**config.mk**
```make
export PLATFORM = sky130hd
export DESIGN_NAME = rxexc_top
export DESIGN_NICKNAME = d
export VERILOG_FILES = /design/src/common/rxexc_pkg.sv /design/src/core/rxexc_top.sv
export SDC_FILE = /design/constraint.sdc
export NUM_CORES = 1
export LEC_CHECK = 0
export ABC_AREA = 1
export BUFFER_PORTS_ARGS = -buffer_cell sky130_fd_sc_hd__clkbuf_2
export CAP_MARGIN = 20
export CORE_AREA = 2 2 67 133
export CTS_CLUSTER_DIAMETER = 100
export DETAILED_ROUTE_END_ITERATION = 10
export DIE_AREA = 0 0 69 135
export PLACE_DENSITY_LB_ADDON = 0.05
export REMOVE_ABC_BUFFERS = 1
export SYNTH_ARGS = -nofsm -noshare
export SYNTH_HDL_FRONTEND = slang
export SYNTH_SLANG_ARGS = --single-unit
```
**constraint.sdc**
```tcl
create_clock -name clk_i -period 3.15 [get_ports clk_i]
set_input_delay 0.63 -clock clk_i [delete_from_list [all_inputs] [get_ports clk_i]]
set_output_delay 0.63 -clock clk_i [all_outputs]
set_load 0.01 [all_outputs]
```
**src/common/rxexc_pkg.sv**
```systemverilog
// rxexc_pkg: constants, register indices and carrier structs for the
// receive-enable mask byte and exception flag bank.
// assumes a single 250 MHz device clock and an APB register port.
`default_nettype none

package rxexc_pkg;

    localparam int unsigned ADDR_W = 8;
    localparam int unsigned DATA_W = 32;

    // register indices; byte address is four times the index
    localparam logic [5:0] IDX_MASK_HIGH  = 6'h0f;
    localparam logic [5:0] IDX_FLAGS_LOW  = 6'h10;
    localparam logic [5:0] IDX_FLAGS_HIGH = 6'h11;
    localparam logic [5:0] IDX_IRQ_STATUS = 6'h12;
    localparam logic [5:0] IDX_IRQ_MASK   = 6'h13;

    localparam logic [7:0]  RST_MASK_HIGH = 8'h00;
    localparam logic [15:0] RST_FLAGS     = 16'h0000;
    localparam logic [15:0] RST_IRQ       = 16'h0000;

    // exception positions in the low flag byte
    localparam int unsigned EXC_RADIO_IDLE     = 0;
    localparam int unsigned EXC_TX_FRAME_DONE  = 1;
    localparam int unsigned EXC_TX_ACK_DONE    = 2;
    localparam int unsigned EXC_TX_UNDERFLOW   = 3;
    localparam int unsigned EXC_TX_OVERFLOW    = 4;
    localparam int unsigned EXC_RX_UNDERFLOW   = 5;
    localparam int unsigned EXC_RX_OVERFLOW    = 6;
    localparam int unsigned EXC_MASK_CLEARED   = 7;

    // mask bits 15, 14 and 13 as seen inside the high byte
    localparam int unsigned HI_BIT_RX_ON  = 7;
    localparam int unsigned HI_BIT_TX_ON  = 6;
    localparam int unsigned HI_BIT_AUX    = 5;

    typedef struct packed {
        logic              psel;
        logic              penable;
        logic              pwrite;
        logic [ADDR_W-1:0] paddr;
        logic [DATA_W-1:0] pwdata;
    } rxexc_apb_req_s;

    typedef struct packed {
        logic [DATA_W-1:0] prdata;
        logic              pready;
        logic              pslverr;
    } rxexc_apb_rsp_s;

    // internal sources that modify the mask
    typedef struct packed {
        logic       radio_off_strobe;
        logic       rx_on_strobe;
        logic       tx_on_strobe;
        logic       mask_or;
        logic       mask_and;
        logic       aux_bit_set;
        logic       aux_bit_clr;
        logic [7:0] operand;
    } rxexc_strobe_s;

    typedef struct packed {
        rxexc_apb_rsp_s rsp;
        logic [7:0]     mask_hi;
        logic [15:0]    flags;
        logic [15:0]    irq_sts;
        logic [15:0]    irq_msk;
        logic           irq;
        logic           rx_enable;
        logic           was_nonzero;
    } rxexc_state_s;

endpackage : rxexc_pkg

`default_nettype wire

```
**src/core/rxexc_top.sv**
```systemverilog
// rxexc_top: upper receive-enable mask byte, exception pending flags,
// interrupt status/mask and an APB slave giving access to them.
// assumes all inputs come from logic on clk_i; the low mask byte is
// kept elsewhere and arrives on mask_low_i.
//
// Behaviour
// [RULE1] mask bits 15:8 live in their own read/write byte register.
// [RULE2] the upper mask byte is zero after reset.
// [RULE3] each listed exception event sets its pending flag in hardware.
// [RULE4] software clears a flag only by writing zero; a one leaves it.
// [RULE5] a flag at one means its event happened and was not cleared.
// [RULE6] low flags 0..7: idle, tx, ack, txund, txovf, rxund, rxovf, mask0.
// [RULE7] the low flag byte sits at index 0x10 and resets to zero.
// [RULE8] a non-zero 16-bit mask requests the receiver to be on.
// [RULE9] the radio-off strobe clears the mask and beats every other strobe.
// [RULE10] a host bus write to the mask beats every internal source.
// [RULE11] an event in the same cycle as a software clear keeps the flag set.
//
// Our own choice: the APB register port.
`timescale 1ns/1ns
`default_nettype none

module rxexc_top (
    input  wire logic                      clk_i,
    input  wire logic                      rst_n_i,
    input  wire rxexc_pkg::rxexc_apb_req_s apb_i,
    output var  rxexc_pkg::rxexc_apb_rsp_s apb_o,
    input  wire rxexc_pkg::rxexc_strobe_s  strobe_i,
    input  wire logic                      tx_on_sets_mask_i,
    input  wire logic [7:0]                mask_low_i,
    input  wire logic [15:0]               event_i,
    output logic [7:0]                     mask_high_o,
    output logic [15:0]                    flags_o,
    output logic                           rx_enable_o,
    output logic                           irq_o
);

    rxexc_pkg::rxexc_state_s s_q;
    rxexc_pkg::rxexc_state_s s_d;

    logic        access;
    logic        take;
    logic        wr;
    logic [5:0]  idx;
    logic [15:0] full_mask;
    logic [15:0] ev;
    logic [7:0]  m;

    function automatic logic hit(input logic [rxexc_pkg::ADDR_W-1:0] a);
        logic [5:0] i;
        i = a[7:2];
        hit = (a[1:0] == 2'h0) &&
              (i == rxexc_pkg::IDX_MASK_HIGH  ||
               i == rxexc_pkg::IDX_FLAGS_LOW  ||
               i == rxexc_pkg::IDX_FLAGS_HIGH ||
               i == rxexc_pkg::IDX_IRQ_STATUS ||
               i == rxexc_pkg::IDX_IRQ_MASK);
    endfunction : hit

    function automatic logic [31:0] rd(input logic [5:0] i,
                                       input rxexc_pkg::rxexc_state_s s);
        rd = 32'h0000_0000;
        case (i)
            rxexc_pkg::IDX_MASK_HIGH:  rd[7:0]  = s.mask_hi;
            rxexc_pkg::IDX_FLAGS_LOW:  rd[7:0]  = s.flags[7:0];
            rxexc_pkg::IDX_FLAGS_HIGH: rd[7:0]  = s.flags[15:8];
            rxexc_pkg::IDX_IRQ_STATUS: rd[15:0] = s.irq_sts;
            rxexc_pkg::IDX_IRQ_MASK:   rd[15:0] = s.irq_msk;
            default:                   rd = 32'h0000_0000;
        endcase
    endfunction : rd

    assign access    = apb_i.psel & apb_i.penable;
    // the transfer completes at the edge where our pready is already high
    assign take      = access & s_q.rsp.pready;
    assign wr        = take & apb_i.pwrite & hit(apb_i.paddr);
    assign idx       = apb_i.paddr[7:2];
    assign full_mask = {s_q.mask_hi, mask_low_i};

    // the mask-zero event is made here; its input bit is ignored
    always_comb
    begin
        ev = event_i; // RULE3
        ev[rxexc_pkg::EXC_MASK_CLEARED] =
            s_q.was_nonzero & (full_mask == 16'h0000); // RULE6
    end

    always_comb
    begin
        s_d = s_q;

        // one wait state: pready rises in the second access cycle
        s_d.rsp.pready  = access & ~s_q.rsp.pready;
        s_d.rsp.prdata  = 32'h0000_0000;
        s_d.rsp.pslverr = 1'b0;
        if (access && !s_q.rsp.pready)
        begin
            s_d.rsp.pslverr = ~hit(apb_i.paddr);
            if (!apb_i.pwrite && hit(apb_i.paddr))
            begin
                s_d.rsp.prdata = rd(idx, s_q);
            end
        end

        // lowest priority source first so later ones override conflicts
        m = s_q.mask_hi;
        if (strobe_i.aux_bit_clr)
        begin
            m[rxexc_pkg::HI_BIT_AUX] = 1'b0;
        end
        if (strobe_i.aux_bit_set)
        begin
            m[rxexc_pkg::HI_BIT_AUX] = 1'b1;
        end
        if (strobe_i.mask_and)
        begin
            m = m & strobe_i.operand;
        end
        if (strobe_i.mask_or)
        begin
            m = m | strobe_i.operand;
        end
        if (strobe_i.rx_on_strobe)
        begin
            m[rxexc_pkg::HI_BIT_RX_ON] = 1'b1;
        end
        if (strobe_i.tx_on_strobe && tx_on_sets_mask_i)
        begin
            m[rxexc_pkg::HI_BIT_TX_ON] = 1'b1;
        end
        if (strobe_i.radio_off_strobe)
        begin
            m = rxexc_pkg::RST_MASK_HIGH; // RULE9
        end
        if (wr && idx == rxexc_pkg::IDX_MASK_HIGH)
        begin
            m = apb_i.pwdata[7:0]; // RULE10
        end
        s_d.mask_hi = m; // RULE1

        // write-zero clears; a written one keeps the stored value
        if (wr && idx == rxexc_pkg::IDX_FLAGS_LOW)
        begin
            s_d.flags[7:0] = s_q.flags[7:0] & apb_i.pwdata[7:0]; // RULE4
        end
        if (wr && idx == rxexc_pkg::IDX_FLAGS_HIGH)
        begin
            s_d.flags[15:8] = s_q.flags[15:8] & apb_i.pwdata[7:0]; // RULE4
        end
        // set after clear so a coincident event survives
        s_d.flags = s_d.flags | ev; // RULE11

        if (wr && idx == rxexc_pkg::IDX_IRQ_STATUS)
        begin
            s_d.irq_sts = s_q.irq_sts & ~apb_i.pwdata[15:0];
        end
        s_d.irq_sts = s_d.irq_sts | ev;
        if (wr && idx == rxexc_pkg::IDX_IRQ_MASK)
        begin
            s_d.irq_msk = apb_i.pwdata[15:0];
        end
        s_d.irq = |(s_d.irq_sts & s_d.irq_msk);

        s_d.was_nonzero = (full_mask != 16'h0000);
        s_d.rx_enable   = (full_mask != 16'h0000); // RULE8
    end

    always_ff @(posedge clk_i)
    begin
        if (!rst_n_i)
        begin
            s_q.rsp         <= '0;
            s_q.mask_hi     <= rxexc_pkg::RST_MASK_HIGH; // RULE2
            s_q.flags       <= rxexc_pkg::RST_FLAGS; // RULE7
            s_q.irq_sts     <= rxexc_pkg::RST_IRQ;
            s_q.irq_msk     <= rxexc_pkg::RST_IRQ;
            s_q.irq         <= 1'b0;
            s_q.rx_enable   <= 1'b0;
            s_q.was_nonzero <= 1'b0;
        end
        else
        begin
            s_q <= s_d;
        end
    end

    assign apb_o       = s_q.rsp;
    assign mask_high_o = s_q.mask_hi;
    assign flags_o     = s_q.flags; // RULE5
    assign rx_enable_o = s_q.rx_enable;
    assign irq_o       = s_q.irq;

    property p_mask_reset;
        @(posedge clk_i)
        !rst_n_i |=> (mask_high_o == rxexc_pkg::RST_MASK_HIGH);
    endproperty
    a_mask_reset: assert property (p_mask_reset) // RULE2
        else $error("mask high byte not zero after reset");

    property p_flags_reset;
        @(posedge clk_i)
        !rst_n_i |=> (flags_o == rxexc_pkg::RST_FLAGS) && !irq_o;
    endproperty
    a_flags_reset: assert property (p_flags_reset) // RULE7
        else $error("flags not zero after reset");

    property p_event_sets;
        @(posedge clk_i) disable iff (!rst_n_i)
        (ev != 16'h0000) |=> ((flags_o & $past(ev)) == $past(ev));
    endproperty
    a_event_sets: assert property (p_event_sets) // RULE3
        else $error("event did not set its flag");

    property p_no_spurious_set;
        @(posedge clk_i) disable iff (!rst_n_i)
        1'b1 |=> ((flags_o & ~$past(flags_o) & ~$past(ev)) == 16'h0000);
    endproperty
    a_no_spurious_set: assert property (p_no_spurious_set) // RULE4
        else $error("flag rose without an event");

    property p_write_zero_clears;
        @(posedge clk_i) disable iff (!rst_n_i)
        (wr && idx == rxexc_pkg::IDX_FLAGS_LOW)
        |=> (flags_o[7:0] == (($past(flags_o[7:0])
             & $past(apb_i.pwdata[7:0])) | $past(ev[7:0])));
    endproperty
    a_write_zero_clears: assert property (p_write_zero_clears) // RULE11
        else $error("low flag write result wrong");

    property p_flags_hold;
        @(posedge clk_i) disable iff (!rst_n_i)
        (!wr && ev == 16'h0000) |=> $stable(flags_o);
    endproperty
    a_flags_hold: assert property (p_flags_hold) // RULE5
        else $error("flags changed without cause");

    property p_mask_zero_event;
        @(posedge clk_i) disable iff (!rst_n_i)
        ($past(full_mask) != 16'h0000 && full_mask == 16'h0000)
        |=> flags_o[rxexc_pkg::EXC_MASK_CLEARED];
    endproperty
    a_mask_zero_event: assert property (p_mask_zero_event) // RULE6
        else $error("mask-zero flag not raised");

    property p_bus_write_mask;
        @(posedge clk_i) disable iff (!rst_n_i)
        (wr && idx == rxexc_pkg::IDX_MASK_HIGH)
        |=> (mask_high_o == $past(apb_i.pwdata[7:0]));
    endproperty
    a_bus_write_mask: assert property (p_bus_write_mask) // RULE10
        else $error("bus write to mask lost");

    property p_radio_off;
        @(posedge clk_i) disable iff (!rst_n_i)
        (strobe_i.radio_off_strobe
         && !(wr && idx == rxexc_pkg::IDX_MASK_HIGH))
        |=> (mask_high_o == rxexc_pkg::RST_MASK_HIGH);
    endproperty
    a_radio_off: assert property (p_radio_off) // RULE9
        else $error("radio off did not clear mask");

    property p_rx_enable;
        @(posedge clk_i) disable iff (!rst_n_i)
        1'b1 |=> (rx_enable_o == ($past(full_mask) != 16'h0000));
    endproperty
    a_rx_enable: assert property (p_rx_enable) // RULE8
        else $error("receiver request does not track mask");

    property p_mask_readback;
        @(posedge clk_i) disable iff (!rst_n_i)
        (access && !apb_o.pready && !apb_i.pwrite
         && idx == rxexc_pkg::IDX_MASK_HIGH && apb_i.paddr[1:0] == 2'h0)
        |=> apb_o.pready
            && (apb_o.prdata == {24'h00_0000, $past(mask_high_o)});
    endproperty
    a_mask_readback: assert property (p_mask_readback) // RULE1
        else $error("mask byte read back wrong");

    property p_irq_level;
        @(posedge clk_i) disable iff (!rst_n_i)
        1'b1 |=> (irq_o == (|(s_q.irq_sts & s_q.irq_msk)));
    endproperty
    a_irq_level: assert property (p_irq_level)
        else $error("interrupt level inconsistent");

    property p_flags_high_write;
        @(posedge clk_i) disable iff (!rst_n_i)
        (wr && idx == rxexc_pkg::IDX_FLAGS_HIGH)
        |=> (flags_o[15:8] == (($past(flags_o[15:8])
             & $past(apb_i.pwdata[7:0])) | $past(ev[15:8])));
    endproperty
    a_flags_high_write: assert property (p_flags_high_write) // RULE4
        else $error("high flag write result wrong");

    // an unmapped access must answer with an error and never with data
    property p_unmapped_error;
        @(posedge clk_i) disable iff (!rst_n_i)
        (access && !apb_o.pready && !hit(apb_i.paddr))
        |=> apb_o.pready && apb_o.pslverr
            && (apb_o.prdata == 32'h0000_0000);
    endproperty
    a_unmapped_error: assert property (p_unmapped_error)
        else $error("unmapped access not refused");

endmodule : rxexc_top

`default_nettype wire

```
# After elaboration in Yosys (flattened, before gate mapping)
# Index checks and enable logic that the tools add are counted.
[totals]
word_cells = 67
ff_bits = 92
output_inout_bits = 60
[classes]
reduce_logical = 21
bitwise = 17
muxes = 14
n_eq_ne = 5
[ops]
columns = ["op", "count"]
rows = [
  ["8-bit 2-to-1 mux", 6],
  ["8-bit one-hot mux with 5 select lines", 1],
  ["16-bit AND", 2],
  ["16-bit 2-to-1 mux", 2],
  ["16-bit bitwise OR", 2],
  ["8-bit AND", 3],
  ["6-bit by 5-bit == test with 1-bit output (second input constant)", 4],
  ["16-bit logical NOT", 1],
  ["16-bit inverter", 1],
  ["8-bit one-hot mux with 2 select lines", 1],
  ["16-bit nonzero test", 1],
  ["16-bit OR reduction", 1],
  ["1-bit logical AND", 9],
  ["8-bit bitwise OR", 1],
  ["1-bit AND", 6],
  ["6-bit by 4-bit == test with 1-bit output (second input constant)", 1],
  ["1-bit logical OR", 4],
  ["1-bit 2-to-1 mux", 4],
  ["3-bit AND reduction", 1],
  ["1-bit logical NOT", 2],
  ["2-bit logical NOT", 1],
  ["1-bit inverter", 2],
  ["2-bit AND reduction", 1],
]

# Depth between registers and ports, before layout
[depth]
word_depth = 12
depth_mapped = 14
ltp_nobuf = 13

# Worst setup path before layout
# OpenSTA, ideal clock, no wires.
[synth_path]
path_type = "input -> register"
start = "input apb_i[42] (netlist bit)"
end = "register s_q (netlist bit irq_o)"
required_time_ps = 3022
slack_ps = 1150
setup_time_ps = 128
arrival_time_ps = 1873
stages = 13
path_cell_list = "nand2_1 nor2_2 buf_2 nand4_4 buf_6 o21ai_1 nand2_1 nand2_1 nand2_1 nor2_1 nand2_1 nor2_1 nor2_1"
[synth_between]
elab_chain_len = 9
[synth_lines]
columns = ["item", "line", "rtl"]
rows = [
  ["start, declared", "rxexc_top.sv:26", "input wire rxexc_pkg::rxexc_apb_req_s apb_i,"],
  ["1-bit AND *", "rxexc_top.sv:73", "assign access = apb_i.psel & apb_i.penable;"],
  ["1-bit AND *", "rxexc_top.sv:75", "assign take = access & s_q.rsp.pready;"],
  ["1-bit AND * (2 in a row)", "rxexc_top.sv:76", "assign wr = take & apb_i.pwrite & hit(apb_i.paddr);"],
  ["1-bit logical AND", "rxexc_top.sv:153", "if (wr && idx == rxexc_pkg::IDX_IRQ_STATUS)"],
  ["16-bit 2-to-1 mux", "rxexc_top.sv:153", ""],
  ["16-bit bitwise OR", "rxexc_top.sv:157", "s_d.irq_sts = s_d.irq_sts | ev;"],
  ["16-bit AND *", "rxexc_top.sv:162", "s_d.irq = |(s_d.irq_sts & s_d.irq_msk);"],
  ["16-bit OR reduction *", "rxexc_top.sv:162", ""],
  ["end, declared", "rxexc_top.sv:38", "rxexc_pkg::rxexc_state_s s_q;"],
]
# Mark *: on every way between the ends. The rest lies on a longest branch, timed or not.
# A chain may end at the register's enable or synchronous reset.

# Worst setup path after layout
# Ends and elaborated chain as after synthesis.

==> flow_metrics.tcl <==
set metrics [dict create \
    area_growth_pct 14.43 \
    design.core.area_um2 8233 \
    wl_per_cell_um 14.20 \
    ctsRootBufferMaster "clkbuf_16" \
    required_ps 3370 \
    start_util 0.4948 \
    via_per_inst 5.067 \
    cts-resized-gates 0 \
    die_area_um2 9315 \
    fin_util 0.5663 \
    rsz0062_at_grt "no" \
    clock.fmax_mhz 470.4 \
    drt-pass1-iter-count 5 \
    hpwl_um 7990 \
    setup_tns_ps 0 \
    cts.path.max_buffers 2 \
    finalWeightedCongestion 0.8224 \
    fillers 846 \
    dr_total_vias 3871 \
    power.leakage_nw 2.377 \
    critPathKind "in -> reg" \
    rows 47 \
    finalSetupViolCount 0 \
    clk_pin_slew_worst_paths_ps 60 \
    post-route-period-util 0.6749 \
    holdBufCountCts 0 \
    grt_usage 0.2354 \
    ys_seq_area_frac 0.3735 \
    routed_wl_um 10850 \
    ys_warn_count 0 \
    synth.avg_cell_area_um2 6.882 \
    die_height_um 135 \
    route.detailed.drc 0 \
    drt_iter0_drc 212 \
    drt.antenna.violating_nets 0 \
    holdPathStages 2 \
    io_pins 145 \
    synth_area_um2 4074 \
    ir_drop_v 0.0003055 \
    grt-ovfl-total 0 \
    grt_pass1_wl_um 17360 \
    cts_tree "built" \
    grt_max_degree 40 \
    htree_levels 3 \
    critPathMaxFanout 16 \
    diodes 0 \
    report.final.slew_viol_count 0 \
    place.port_buffers 111 \
    antenna_found_initial 0 \
    synth_cell_types 31 \
    drive_above_1_share 0.2222 \
    cts.sinks 76 \
    netlist_instances 592 \
    fin_nets 746 \
    start_kind "primary input" \
    arrival_ps 2340 \
    maxCapViolations 0 \
    hold_class "reg -> reg" \
    cts_setup_buffers 0 \
    die_w_um 69 \
    worstSkewPairLatency_ps 340 \
    timing.final.hold_violations 0 \
    first_global_vias 3734 \
    end_kind "register" \
    worstRegToRegCells 11 \
    fin_crit_ps 2126 \
    p_per_area_nw_per_um2 502.6 \
    numCtsBuffers 9 \
    ys_ff_latch 76 \
    status "finished, final reports clean" \
    finClkSkew_ps 5.624 \
]
final timing paths:
check             from        end  slack, ps
min            s_q[16]  apb_o[15]        460
max reg2reg   apb_o[1]      irq_o       1070
min reg2reg    s_q[16]  apb_o[15]        460
max          apb_i[42]      irq_o       1020
layout by cell type (no fill, tap or decap), drive strengths merged:
cell type  instances
a21boi             7
a21oi             34
a31o               1
a31oi              8
a41oi              8
buf               10
bufinv             2
clkbuf           121
clkinv             4
clkinvlp           1
conb              16
dfxtp             76
inv              100
nand2            139
nand3             14
nand3b             1
nand4             18
nor2              54
nor3               1
nor4               3
o211ai             1
o21ai             42
o221ai             5
metal layers:
metal | wire (µm) | vias to the layer above | track usage | share of wire
li1 | - | 1938 | - | -
met1 | 4053 | 1747 | 0.2404 | 0.37
met2 | 5766 | 153 | 0.4466 | 0.53
met3 | 608 | 33 | 0.03955 | 0.056
met4 | 416 | 0 | 0.1253 | 0.038
met5 | 0 | - | 0 | 0
cell families after synthesis:
logic type,Yosys count,synth area share
AOI/OAI and AO/OA,106,0.1533
buffers and inverters,179,0.2273
DFF,76,0.3735
other,1,0.0009205
and+or+nand+nor,230,0.2451
where the power goes:
| part | total, W | switching, W | internal (W) | leakage [nW] |
|---|---|---|---|---|
| Combinational | 0.000214 | 0.000130 | 0.0000843 | 1.59 |
| Clock | 0.00111 | 0.000396 | 0.000714 | 0.159 |
| Sequential | 0.00102 | 0.0000234 | 0.000995 | 0.624 |
| Total | 0.00234 | 0.000549 | 0.00179 | 2.38 |
final cells by class:
cell class / count / area (µm²) / share of cell area
timing repair buffer: 121 / 630.6 / 0.1353
tap: 98 / 122.6 / 0.02630
multi-input combinational: 352 / 1683 / 0.3610
clock buffer: 10 / 239.0 / 0.05126
sequential: 76 / 1521 / 0.3264
inverter: 101 / 379.1 / 0.08132
clock inverter: 6 / 86.33 / 0.01852
synthesized netlist by cell type:
cell type	count	area [µm²]
a21boi_0	7	52.55
a21oi_1	33	165.2
a21oi_4	1	16.27
a31o_2	1	8.760
a31oi_1	8	50.05
a41oi_1	8	70.07
buf_1	3	11.26
buf_2	8	40.04
buf_4	59	442.9
buf_6	3	33.78
clkbuf_1	5	18.77
clkinv_1	2	7.510
conb_1	1	3.750
dfxtp_1	76	1521
inv_1	99	371.6
nand2_1	138	518.0
nand2_2	1	6.260
nand3_1	13	65.06
nand3_4	1	17.52
nand3b_1	1	7.510
nand4_1	17	106.4
nand4_4	1	21.27
nor2_1	48	180.2
nor2_2	3	18.77
nor2_4	3	33.78
nor3_1	1	5.000
nor4_1	3	18.77
o211ai_1	1	7.510
o21ai_0	31	155.2
o21ai_1	11	55.05
o221ai_1	5	43.79
state kept, by name, summed over array words and instances, names as in the netlist:
name / count
flags_o: 16
mask_high_o: 8
s_q: 33
apb_o: 18
irq_o: 1
critical path: stages:
cell      delay, ps
clkbuf_2         70
nand2_1          80
nor2_2          350
nand4_4         360
o21ai_0         260
nand2_1         100
nand2_1          70
nand2_1          40
nor2_1          140
nand2_1          70
nor2_1          110
nor2_1           40
metrics by stage:
| stage | setup WS [ps] | hold WS (ps) | cells | area [µm²] | power [W] |
|---|---|---|---|---|---|
| final | 1024 | 460.2 | 764 | 4662 | 0.002343 |
| after global routing | 855.8 | 476.8 | 764 | 4662 | 0.002432 |
| after CTS | 1015 | 464.5 | 764 | 4662 | 0.002366 |
| after detailed placement | 681.8 | 450.6 | 748 | 4337 | 0.001254 |
| after global placement | 707.9 | 452.3 | 748 | 4337 | 0.001249 |
| after floorplan | 742.5 | 441.0 | 529 | 3583 | 0.001141 |
Power figures use the tool's default switching activity.
